## src/rtl/tlmc_top_note.sv

```systemverilog
// intentionally empty

```

## src/rtl/tlmc_pkg.sv

```systemverilog
package tlmc_pkg;

	// ************************************************
	// register offsets
	// ************************************************
	localparam logic [7:0] OFS_AUX_A_HI = 8'h6A;
	localparam logic [7:0] OFS_AUX_A_LO = 8'h6B;
	localparam logic [7:0] OFS_AUX_B_HI = 8'h6C;
	localparam logic [7:0] OFS_AUX_B_LO = 8'h6D;
	localparam logic [7:0] OFS_RANGE    = 8'h86;
	localparam logic [7:0] OFS_SRC_CFG  = 8'h8B;
	localparam logic [7:0] OFS_INDEX    = 8'hB0;
	localparam logic [7:0] OFS_VALUE    = 8'hB1;
	localparam logic [7:0] OFS_MODE     = 8'hB2;
	localparam logic [7:0] OFS_SUPPLY   = 8'hDC;

	// ************************************************
	// field positions
	// ************************************************
	localparam int BIT_AUX_A_EN    = 0;
	localparam int BIT_AUX_B_EN    = 1;
	localparam int BIT_SUPPLY_EN   = 2;
	localparam int BIT_EXT_TEMP    = 3;
	localparam int BIT_AUTO_EN     = 0;
	localparam int BIT_TABLE_EN    = 1;
	localparam int BIT_SUPPLY_SEL  = 0;

	// ************************************************
	// reset values
	// ************************************************
	localparam logic [2:0] RST_RANGE   = 3'h0;
	localparam logic [7:0] RST_SRC_CFG = 8'h07;
	localparam logic [7:0] RST_MODE    = 8'h03;
	localparam logic [7:0] RST_SUPPLY  = 8'h00;
	localparam logic [7:0] RST_INDEX   = 8'h80;
	localparam logic [7:0] RST_VALUE   = 8'h00;

	// ************************************************
	// lookup table and result format
	// ************************************************
	localparam logic [7:0]  LUT_BASE     = 8'h80;
	localparam logic [6:0]  LUT_LAST_IDX = 7'h47;
	localparam logic [9:0]  LUT_SPAN_DEG = 10'h08E;
	localparam logic [9:0]  LUT_LOW_DEG  = 10'h028;
	localparam logic [15:0] RES_MASK     = 16'hFFF8;
	localparam logic [15:0] TEMP_MIN_EXT = 16'hD800;
	localparam logic [15:0] TEMP_MAX_EXT = 16'h67F0;
	localparam logic [15:0] TEMP_MIN_INT = 16'h8800;
	localparam logic [15:0] TEMP_MAX_INT = 16'h7FF8;
	localparam logic [4:0]  AVG_LAST_TEMP  = 5'h0F;
	localparam logic [4:0]  AVG_LAST_OTHER = 5'h07;

	// ************************************************
	// channels and full-scale currents
	// ************************************************
	localparam logic [2:0] CH_TEMP   = 3'h0;
	localparam logic [2:0] CH_SUPPLY = 3'h1;
	localparam logic [2:0] CH_BIAS   = 3'h2;
	localparam logic [2:0] CH_DIODE  = 3'h3;
	localparam logic [2:0] CH_RXPWR  = 3'h4;
	localparam logic [2:0] CH_AUX_A  = 3'h5;
	localparam logic [2:0] CH_AUX_B  = 3'h6;
	localparam logic [10:0] FS_UA_0 = 11'h04B;
	localparam logic [10:0] FS_UA_1 = 11'h096;
	localparam logic [10:0] FS_UA_2 = 11'h12C;
	localparam logic [10:0] FS_UA_3 = 11'h258;
	localparam logic [10:0] FS_UA_4 = 11'h4B0;

	typedef enum logic [2:0] {
		SEQ_START = 3'b001,
		SEQ_WAIT  = 3'b010,
		SEQ_AVG   = 3'b100
	} tlmc_seq_e;

endpackage

```

## src/rtl/tlmc_avg.sv

```systemverilog
module tlmc_avg import tlmc_pkg::*; (
	input  wire logic        ref_clk,
	input  wire logic        reset,
	input  wire logic        smp_valid,
	input  wire logic [15:0] smp_data,
	input  wire logic        smp_temp,
	output logic             avg_done,
	output logic      [15:0] avg_result
);

	typedef struct packed {
		logic [4:0]  cnt;
		logic [19:0] sum;
		logic [15:0] res;
		logic        done;
	} tlmc_avg_s;

	tlmc_avg_s s_ff;
	tlmc_avg_s nxt_s;
	logic [19:0] ext;
	logic [19:0] tot;

	// ************************************************
	// accumulate 16 temperature or 8 other samples
	// ************************************************
	always_comb begin
		nxt_s = s_ff;
		nxt_s.done = 1'b0;
		ext = smp_temp ? {{4{smp_data[15]}}, smp_data}
			: {4'h0, smp_data};
		tot = s_ff.sum + ext;
		if (smp_valid) begin
			if (s_ff.cnt == (smp_temp ? AVG_LAST_TEMP
					: AVG_LAST_OTHER)) begin
				nxt_s.res  = smp_temp ? tot[19:4]
					: tot[18:3];
				nxt_s.done = 1'b1;
				nxt_s.sum  = 20'h00000;
				nxt_s.cnt  = 5'h00;
			end else begin
				nxt_s.sum = tot;
				nxt_s.cnt = s_ff.cnt + 5'h01;
			end
		end
	end

	always_ff @(posedge ref_clk or posedge reset) begin
		if (reset)
			s_ff <= '0;
		else
			s_ff <= nxt_s;
	end

	assign avg_done   = s_ff.done;
	assign avg_result = s_ff.res;

endmodule // tlmc_avg

```

## src/rtl/tlmc_top.sv

```systemverilog
// Summary of operation
// - range code 000..100 selects 75, 150, 300, 600 or 1200 uA full scale.
// - output code is 8 bits; FFh means full scale in every range.
// - automatic lookup indexes stored 8-bit entries, one per 2 degrees.
// - -40 C maps to 80h up to C7h at +102 C, clamped both ends.
// - external select makes aux B result index the table instead.
// - internal temperature keeps converting and alone feeds temperature flags.
// - internal temperature clamps tighter when external select is set.
// - aux B result carries its own update for its own flag.
// - table enable and auto enable both reset to one.
// - both bits zero: host writes value, pointer and copy stop.
// - table off, auto on: pointer tracks temperature, host writes value.
// - table on, auto off: host writes pointer, value follows that entry.
// - both on: device sets pointer, copies entry, drives new code.
// - seven channels polled round robin, each refreshed once per frame.
// - results are 16-bit words with 13-bit resolution.
// - eight conversions averaged, internal temperature sixteen.
// - aux A, aux B and supply channels may be left out.
// - aux results readable at 6Ah to 6Dh as raw words.
// - supply select one measures 1.8 V rail, zero the 3.3/5 V rail.
// - supply enable zero removes the supply channel whatever the select.
// - power-on flag follows its own input, not the supply channel.
// - laser temperature on aux uses the module temperature format.
// - high byte whole signed degrees, low byte 1/256 degree.
module tlmc_top import tlmc_pkg::*; (
	input  wire logic        ref_clk,
	input  wire logic        reset,
	input  wire logic        reg_wr,
	input  wire logic        reg_rd,
	input  wire logic        reg_lut_sel,
	input  wire logic [7:0]  reg_addr,
	input  wire logic [7:0]  reg_wdata,
	output logic      [7:0]  reg_rdata,
	output logic             adc_start,
	output logic      [2:0]  adc_chan,
	output logic             adc_supply_sel,
	input  wire logic        adc_done,
	input  wire logic [15:0] adc_data,
	output logic             chan_result_vld,
	output logic      [2:0]  chan_result_id,
	output logic      [15:0] chan_result,
	output logic             int_temp_upd,
	output logic      [15:0] int_temp_result,
	output logic             aux_b_upd,
	output logic      [7:0]  mod_current_out,
	output logic      [2:0]  mod_range_sel,
	output logic      [10:0] mod_full_scale_ua,
	input  wire logic        analog_por_in,
	output logic             analog_por_flag
);

	typedef struct packed {
		tlmc_seq_e   st;
		logic [2:0]  ch;
		logic [2:0]  range;
		logic [7:0]  src_cfg;
		logic [7:0]  mode;
		logic [7:0]  sup_cfg;
		logic [7:0]  idx;
		logic [7:0]  val;
		logic [15:0] res_a;
		logic [15:0] res_b;
		logic [15:0] res_t;
		logic [15:0] res;
		logic [2:0]  res_id;
		logic        res_vld;
		logic [7:0]  rdata;
		logic [1:0]  por_sync;
		logic [10:0] fs;
	} tlmc_state_s;

	localparam tlmc_state_s S_RST = '{
		st:       SEQ_START,
		ch:       CH_TEMP,
		range:    RST_RANGE,
		src_cfg:  RST_SRC_CFG,
		mode:     RST_MODE,
		sup_cfg:  RST_SUPPLY,
		idx:      RST_INDEX,
		val:      RST_VALUE,
		res_a:    16'h0000,
		res_b:    16'h0000,
		res_t:    16'h0000,
		res:      16'h0000,
		res_id:   CH_TEMP,
		res_vld:  1'b0,
		rdata:    8'h00,
		por_sync: 2'h0,
		fs:       FS_UA_0 // full scale of the reset range code
	};

	tlmc_state_s s_ff;
	tlmc_state_s nxt_s;
	logic [7:0]  lut_mem [0:127];
	logic        avg_done;
	logic [15:0] avg_result;
	logic        smp_valid;
	logic        ext_sel;
	logic        table_en;
	logic        auto_en;
	logic        sel_upd;
	logic [15:0] sel_temp;
	logic [15:0] stored;
	logic [7:0]  new_idx;

	// ************************************************
	// helper functions
	// ************************************************
	// channel membership in the sequence
	function automatic logic chan_on(input logic [2:0] c,
			input logic [7:0] cfg);
		logic on;
		on = 1'b1;
		if (c == CH_SUPPLY)
			on = cfg[BIT_SUPPLY_EN];
		else if (c == CH_AUX_A)
			on = cfg[BIT_AUX_A_EN];
		else if (c == CH_AUX_B)
			on = cfg[BIT_AUX_B_EN];
		return on;
	endfunction

	// next enabled channel in fixed order
	function automatic logic [2:0] next_chan(input logic [2:0] c,
			input logic [7:0] cfg);
		logic [2:0] n;
		logic       hit;
		n = c;
		hit = 1'b0;
		for (int i = 0; i < 7; i++) begin
			n = (n == CH_AUX_B) ? CH_TEMP : n + 3'h1;
			if (!hit && chan_on(n, cfg))
				hit = 1'b1;
			else if (!hit)
				n = n;
		end
		n = c;
		hit = 1'b0;
		for (int i = 0; i < 7; i++) begin
			if (!hit) begin
				n = (n == CH_AUX_B) ? CH_TEMP : n + 3'h1;
				hit = chan_on(n, cfg);
			end
		end
		return n;
	endfunction

	// temperature word to table address
	function automatic logic [7:0] temp_addr(input logic [15:0] t);
		logic [9:0] d;
		logic [6:0] i;
		d = {{2{t[15]}}, t[15:8]} + LUT_LOW_DEG;
		if (d[9])
			i = 7'h00;
		else if (d > LUT_SPAN_DEG)
			i = LUT_LAST_IDX;
		else
			i = d[7:1];
		return LUT_BASE + {1'b0, i};
	endfunction

	// clamp of the internal temperature word
	function automatic logic [15:0] temp_clamp(input logic [15:0] t,
			input logic ext);
		logic signed [15:0] v;
		logic signed [15:0] lo;
		logic signed [15:0] hi;
		v  = t;
		lo = ext ? TEMP_MIN_EXT : TEMP_MIN_INT;
		hi = ext ? TEMP_MAX_EXT : TEMP_MAX_INT;
		if (v < lo)
			v = lo;
		else if (v > hi)
			v = hi;
		return v;
	endfunction

	// full-scale sink current per range code
	function automatic logic [10:0] full_scale(input logic [2:0] r);
		logic [10:0] f;
		unique case (r)
			3'h0: f = FS_UA_0;
			3'h1: f = FS_UA_1;
			3'h2: f = FS_UA_2;
			3'h3: f = FS_UA_3;
			default: f = FS_UA_4;
		endcase
		return f;
	endfunction

	// ************************************************
	// averaging of conversions
	// ************************************************
	assign smp_valid = (s_ff.st == SEQ_WAIT) && adc_done;

	tlmc_avg u_avg (
		.ref_clk    (ref_clk),
		.reset      (reset),
		.smp_valid  (smp_valid),
		.smp_data   (adc_data),
		.smp_temp   (s_ff.ch == CH_TEMP),
		.avg_done   (avg_done),
		.avg_result (avg_result)
	);

	// ************************************************
	// mode decode and selected temperature
	// ************************************************
	assign ext_sel  = s_ff.src_cfg[BIT_EXT_TEMP];
	assign table_en = s_ff.mode[BIT_TABLE_EN];
	assign auto_en  = s_ff.mode[BIT_AUTO_EN];
	// stored word: low bits masked, temperature clamped
	assign stored   = (s_ff.ch == CH_TEMP)
		? temp_clamp(avg_result & RES_MASK, ext_sel)
		: (avg_result & RES_MASK);
	// only internal or aux B may index the table
	assign sel_upd  = (s_ff.st == SEQ_AVG) && avg_done
		&& (ext_sel ? (s_ff.ch == CH_AUX_B)
		: (s_ff.ch == CH_TEMP));
	assign sel_temp = stored;
	assign new_idx  = temp_addr(sel_temp);

	// ************************************************
	// sequencer, registers and pointer control
	// ************************************************
	always_comb begin
		nxt_s = s_ff;
		nxt_s.res_vld = 1'b0;
		nxt_s.por_sync = {s_ff.por_sync[0], analog_por_in};
		unique case (s_ff.st)
			SEQ_START: nxt_s.st = SEQ_WAIT;
			SEQ_WAIT:
				if (adc_done)
					nxt_s.st = SEQ_AVG;
			SEQ_AVG: begin
				nxt_s.st = SEQ_START;
				if (avg_done) begin
					nxt_s.res     = stored;
					nxt_s.res_id  = s_ff.ch;
					nxt_s.res_vld = 1'b1;
					nxt_s.ch = next_chan(s_ff.ch,
						s_ff.src_cfg);
					if (s_ff.ch == CH_TEMP)
						nxt_s.res_t = stored;
					if (s_ff.ch == CH_AUX_A)
						nxt_s.res_a = stored;
					if (s_ff.ch == CH_AUX_B)
						nxt_s.res_b = stored;
				end
			end
			default: nxt_s.st = SEQ_START; // illegal code recovers
		endcase

		// host writes to the configuration page
		if (reg_wr && !reg_lut_sel) begin
			unique case (reg_addr)
				OFS_RANGE:   nxt_s.range = reg_wdata[2:0];
				OFS_SRC_CFG: nxt_s.src_cfg = reg_wdata;
				OFS_MODE:    nxt_s.mode = reg_wdata;
				OFS_SUPPLY:  nxt_s.sup_cfg = reg_wdata;
				OFS_INDEX:
					if (!auto_en)
						nxt_s.idx = reg_wdata;
				OFS_VALUE:
					if (!table_en)
						nxt_s.val = reg_wdata;
				default: nxt_s.rdata = nxt_s.rdata;
			endcase
		end

		// pointer follows temperature while auto is on
		if (sel_upd && auto_en) begin
			nxt_s.idx = new_idx;
			if (table_en)
				nxt_s.val = lut_mem[new_idx[6:0]];
		end else if (table_en && !auto_en) begin
			nxt_s.val = lut_mem[s_ff.idx[6:0]];
		end
		// full scale follows the range register
		nxt_s.fs = full_scale(nxt_s.range);

		// registered read data
		if (reg_rd) begin
			if (reg_lut_sel)
				nxt_s.rdata = lut_mem[reg_addr[6:0]];
			else begin
				unique case (reg_addr)
					OFS_AUX_A_HI: nxt_s.rdata = s_ff.res_a[15:8];
					OFS_AUX_A_LO: nxt_s.rdata = s_ff.res_a[7:0];
					OFS_AUX_B_HI: nxt_s.rdata = s_ff.res_b[15:8];
					OFS_AUX_B_LO: nxt_s.rdata = s_ff.res_b[7:0];
					OFS_RANGE:   nxt_s.rdata = {5'h00, s_ff.range};
					OFS_SRC_CFG: nxt_s.rdata = s_ff.src_cfg;
					OFS_INDEX:   nxt_s.rdata = s_ff.idx;
					OFS_VALUE:   nxt_s.rdata = s_ff.val;
					OFS_MODE:    nxt_s.rdata = s_ff.mode;
					OFS_SUPPLY:  nxt_s.rdata = s_ff.sup_cfg;
					default:     nxt_s.rdata = 8'h00;
				endcase
			end
		end
	end

	always_ff @(posedge ref_clk or posedge reset) begin
		if (reset)
			s_ff <= S_RST;
		else
			s_ff <= nxt_s;
	end

	// ************************************************
	// lookup table storage
	// ************************************************
	always_ff @(posedge ref_clk) begin
		if (reg_wr && reg_lut_sel)
			lut_mem[reg_addr[6:0]] <= reg_wdata;
	end

	// ************************************************
	// outputs
	// ************************************************
	// host, sequencer and result outputs
	assign reg_rdata         = s_ff.rdata;
	assign adc_start         = (s_ff.st == SEQ_START);
	assign adc_chan          = s_ff.ch;
	assign adc_supply_sel    = s_ff.sup_cfg[BIT_SUPPLY_SEL];
	assign chan_result_vld   = s_ff.res_vld;
	assign chan_result_id    = s_ff.res_id;
	assign chan_result       = s_ff.res;
	assign int_temp_upd      = s_ff.res_vld
		&& (s_ff.res_id == CH_TEMP);
	assign int_temp_result   = s_ff.res_t;
	assign aux_b_upd         = s_ff.res_vld
		&& (s_ff.res_id == CH_AUX_B);
	// modulation outputs and power-on flag
	assign mod_current_out   = s_ff.val;
	assign mod_range_sel     = s_ff.range;
	assign mod_full_scale_ua = s_ff.fs;
	assign analog_por_flag   = s_ff.por_sync[1];

endmodule // tlmc_top

```

## config.mk

```make
export PLATFORM = sky130hd
export DESIGN_NAME = tlmc_top
export DESIGN_NICKNAME = d
export VERILOG_FILES = /design/src/rtl/tlmc_top_note.sv /design/src/rtl/tlmc_pkg.sv /design/src/rtl/tlmc_avg.sv /design/src/rtl/tlmc_top.sv
export SDC_FILE = /design/constraint.sdc
export NUM_CORES = 2
export LEC_CHECK = 0
export BUFFER_PORTS_ARGS = -buffer_cell sky130_fd_sc_hd__buf_2
export CAP_MARGIN = 10
export CELL_PAD_IN_SITES_DETAIL_PLACEMENT = 2
export CELL_PAD_IN_SITES_GLOBAL_PLACEMENT = 2
export CORE_MARGIN = 1
export CORE_UTILIZATION = 48
export CTS_CLUSTER_DIAMETER = 100
export DETAILED_ROUTE_END_ITERATION = 7
export PLACE_DENSITY = 0.85
export SYNTH_ARGS = -nofsm -noshare
export SYNTH_HDL_FRONTEND = slang
export SYNTH_SLANG_ARGS = --single-unit
export TNS_END_PERCENT = 20
```

## constraint.sdc

```tcl
create_clock -name ref_clk -period 5.56 [get_ports ref_clk]
set_input_delay 0.556 -clock ref_clk [delete_from_list [all_inputs] [get_ports ref_clk]]
set_output_delay 0.556 -clock ref_clk [all_outputs]
set_load 0.02 [all_outputs]
```

==> impl_metrics.json <==
{
  "power_mw": 22.47,
  "finalClockSkew_ps": 53.15,
  "antenna_found_initial": 37,
  "end_kind": "flip-flop",
  "layout.nets": 4349,
  "slew_viol_final": 0,
  "die_x_um": 361.7,
  "tns_ps": -483.0,
  "grtUsageTotal_pct": 45.19,
  "cts-root-buf": "clkbuf_16",
  "p_leak_nw": 24.43,
  "cts.path.max_buffers": 3,
  "grt_max_degree": 108,
  "syn-cell-area_um2": 62110,
  "io_pins": 113,
  "fin_ws_ps": -125.5,
  "use_met1_pct": 56.00,
  "die_h_um": 361.7,
  "routedWlPerCell_um": 48.21,
  "fin_hold_ws_ps": 85.95,
  "synth.most_common_cell": "edfxtp_1",
  "start_kind": "flip-flop",
  "cts_max_level": 4,
  "gp_congestion": 1.002,
  "synthTopCellsByCount": "edfxtp_1, mux4_2, nand2_1",
  "worstPathArrival_ps": 6370,
  "use_met3_pct": 15.66,
  "path_max_fanout": 10,
  "ys_seq_elements": 1189,
  "grt_busiest_layer": "met2",
  "layout-drive-gt1-share_pct": 32.86,
  "status": "finished, violations left",
  "hold_viol": 0,
  "drtPass1Iterations": 6,
  "finish.utilization_pct": 55.69,
  "min_period_over_period_pct": 102.3,
  "syn_inst": 4065,
  "max_freq_mhz": 175.9,
  "synth_flop_cell": "edfxtp_1",
  "synth_enable_flop_cells": 1024,
  "rsz0062_at_grt": "yes",
  "tightest_slew_ps": 1326,
  "syn_avg_cell_area_um2": 15.28,
  "core_um2": 128000,
  "antenna_left": 0,
  "place_ws_ps": -638.6,
  "finalWirelength_mm": 295.6,
  "clk_pin_slew_worst_paths_ps": 60,
  "timing.slew.headroom_pct": 11.30,
  "rows": 131,
  "cts_tree": "done",
  "hp-class": "in -> reg",
  "async_reset_ff_share_pct": 13.88,
  "setup_violations": 8,
  "cp.required_ps": 6240,
  "synth_area_leaders": "edfxtp_1, mux4_2, dfrtp_1",
  "yosys.area.top_type": "edfxtp_1",
  "first_iter_violations": 9014,
  "port_buffers": 106,
  "initial_core_util_pct": 48.52,
  "layout_min_cycle_time_ps": 5685,
  "via_per_inst": 7.906,
  "powerDensity_nw_per_um2": 315.2,
  "ir_drop_v": 0.0002800,
  "crit_type": "reg -> reg",
  "dp_hpwl_mm": 188.2,
  "use_met2_pct": 67.80,
  "grt_first_pass_wirelength_mm": 409.7,
  "drc": 0,
  "violations": "negative setup slack",
  "yosysUniqueCellTypes": 91,
  "die_area_um2": 130800,
  "grt_pass1_vias": 49440,
  "globalRouteOverflowTotal": 0,
  "drv_cap": 0,
  "synth_top_area_share_pct": 49.51,
  "ys_seq_area_share_pct": 56.18,
  "synth_warnings": 0,
  "vias": 48470,
  "clkSinkCount": 1189,
  "cts_inserted_buffers": 138,
  "syn_to_final_growth_pct": 14.78,
  "clock_latency_ps": 840
}
cell usage in the layout, fill, tap and decap left out, types with 32 or more instances in the layout:
cell	count
o22ai_1	48
buf_2	94
clkbuf_1	32
or3_1	52
nand2_1	371
o21ai_0	177
nand3_1	91
clkbuf_16	142
buf_12	39
buf_4	305
mux2_2	40
dfrtp_1	150
edfxtp_1	1024
a21oi_1	114
o211ai_1	50
a31oi_1	56
mux2i_1	61
nor3_1	52
nor2_1	299
mux4_2	666
power breakdown:
group	internal, mW	switching (mW)	total (mW)
clock network	5.36	4.30	9.65
registers	9.85	0.193	10.0
logic	1.01	1.76	2.77
total	16.2	6.25	22.5
routing by layer:
layer  vias up  wire [µm]  share of wire [%]
met5         -        322               0.11
met4        44      25280                8.6
met3      1433      43230                 15
met2      5000     130400                 44
met1     24970      96330                 33
li1      17020          -                  -
area by class of cell:
type / instances / area (µm²)
fillers: 11060 / 56720
clock buffers: 183 / 3797
multi-input cells: 2475 / 25680
diodes: 11 / 27.53
clock inverters: 65 / 853.3
well taps: 1729 / 2163
flip-flops and latches: 1189 / 34910
repair buffers: 455 / 3761
inverters: 24 / 95.09
cell families after synthesis:
logic type / count (synthesis) / share of synthesized area [%]
mux: 769 / 25.89
compound gates: 664 / 7.015
simple gates: 985 / 6.972
fa+ha+maj: 27 / 0.5560
flops: 1189 / 56.18
other cells: 1 / 0.006038
buf+inv: 406 / 3.040
xor+xnor: 24 / 0.3384
path summary, 6_finish.rpt:
kind	startpoint	to	slack, ps	cells after the start
worst max register to register	ext_sel$_DFFE_PP0P_	mod_current_out[6]$_DFF_PP0_	-130	24
min in group asynchronous	reset	u_avg.s_ff[17]$_DFFE_PP0P_	430	3
max in group asynchronous	reset	reg_rdata[4]$_DFFE_PP0P_	3900	4
worst max-delay path	ext_sel$_DFFE_PP0P_	mod_current_out[6]$_DFF_PP0_	-130	24
worst min register to register	nxt_s[12]$_DFF_PP0_	analog_por_flag$_DFF_PP0_	370	0
worst min-delay path	adc_done	s_ff[136]$_DFFE_PP0P_	90	3
repair_timing:
action	4_1_cts	5_1_grt
gates resized for setup	20	38
setup buffers	8	6
pin swaps	4	12
setup endpoints to repair	8	8
gates cloned	1	0
hold endpoints to repair	74	0
hold buffers	2	0
worst max-delay path, stage by stage (launching register included):
cell      delay [ps]
dfrtp_1          410
inv_1            160
ha_4             250
nand2b_2         220
nor4_1           270
buf_4            170
nand3b_1         180
nor2_1           100
a211oi_2         250
a31oi_1          110
ha_2             250
buf_4            160
nor2_2           150
mux2i_4          130
or4_4            500
a21oi_4          200
buf_6            190
buf_4            230
a32oi_1          210
o32ai_2          360
a211oi_4         100
a311oi_4         420
buf_4            200
a21oi_1           40
o31ai_1          310
flip-flops by register name, summed over array words and instances (netlist names):
signal	flops
chan_result	13
chan_result_id	3
auto_en	1
ext_sel	1
mod_range_sel	3
int_temp_result	13
reg_rdata	8
adc_chan	3
mod_current_out	8
nxt_s	1
chan_result_vld	1
lut_mem	1024
analog_por_flag	1
adc_supply_sel	1
u_avg.avg_result	13
u_avg.avg_done	1
mod_full_scale_ua	11
s_ff	58
u_avg.s_ff	25
stage by stage:
stage	instances	cell area (µm²)
after CTS	6111	71010
after floorplan	4070	62130
after global placement	5852	66150
after detailed placement	5852	66150
after global routing	6121	71260
final	6131	71290
Power figures use the tool's default switching activity.
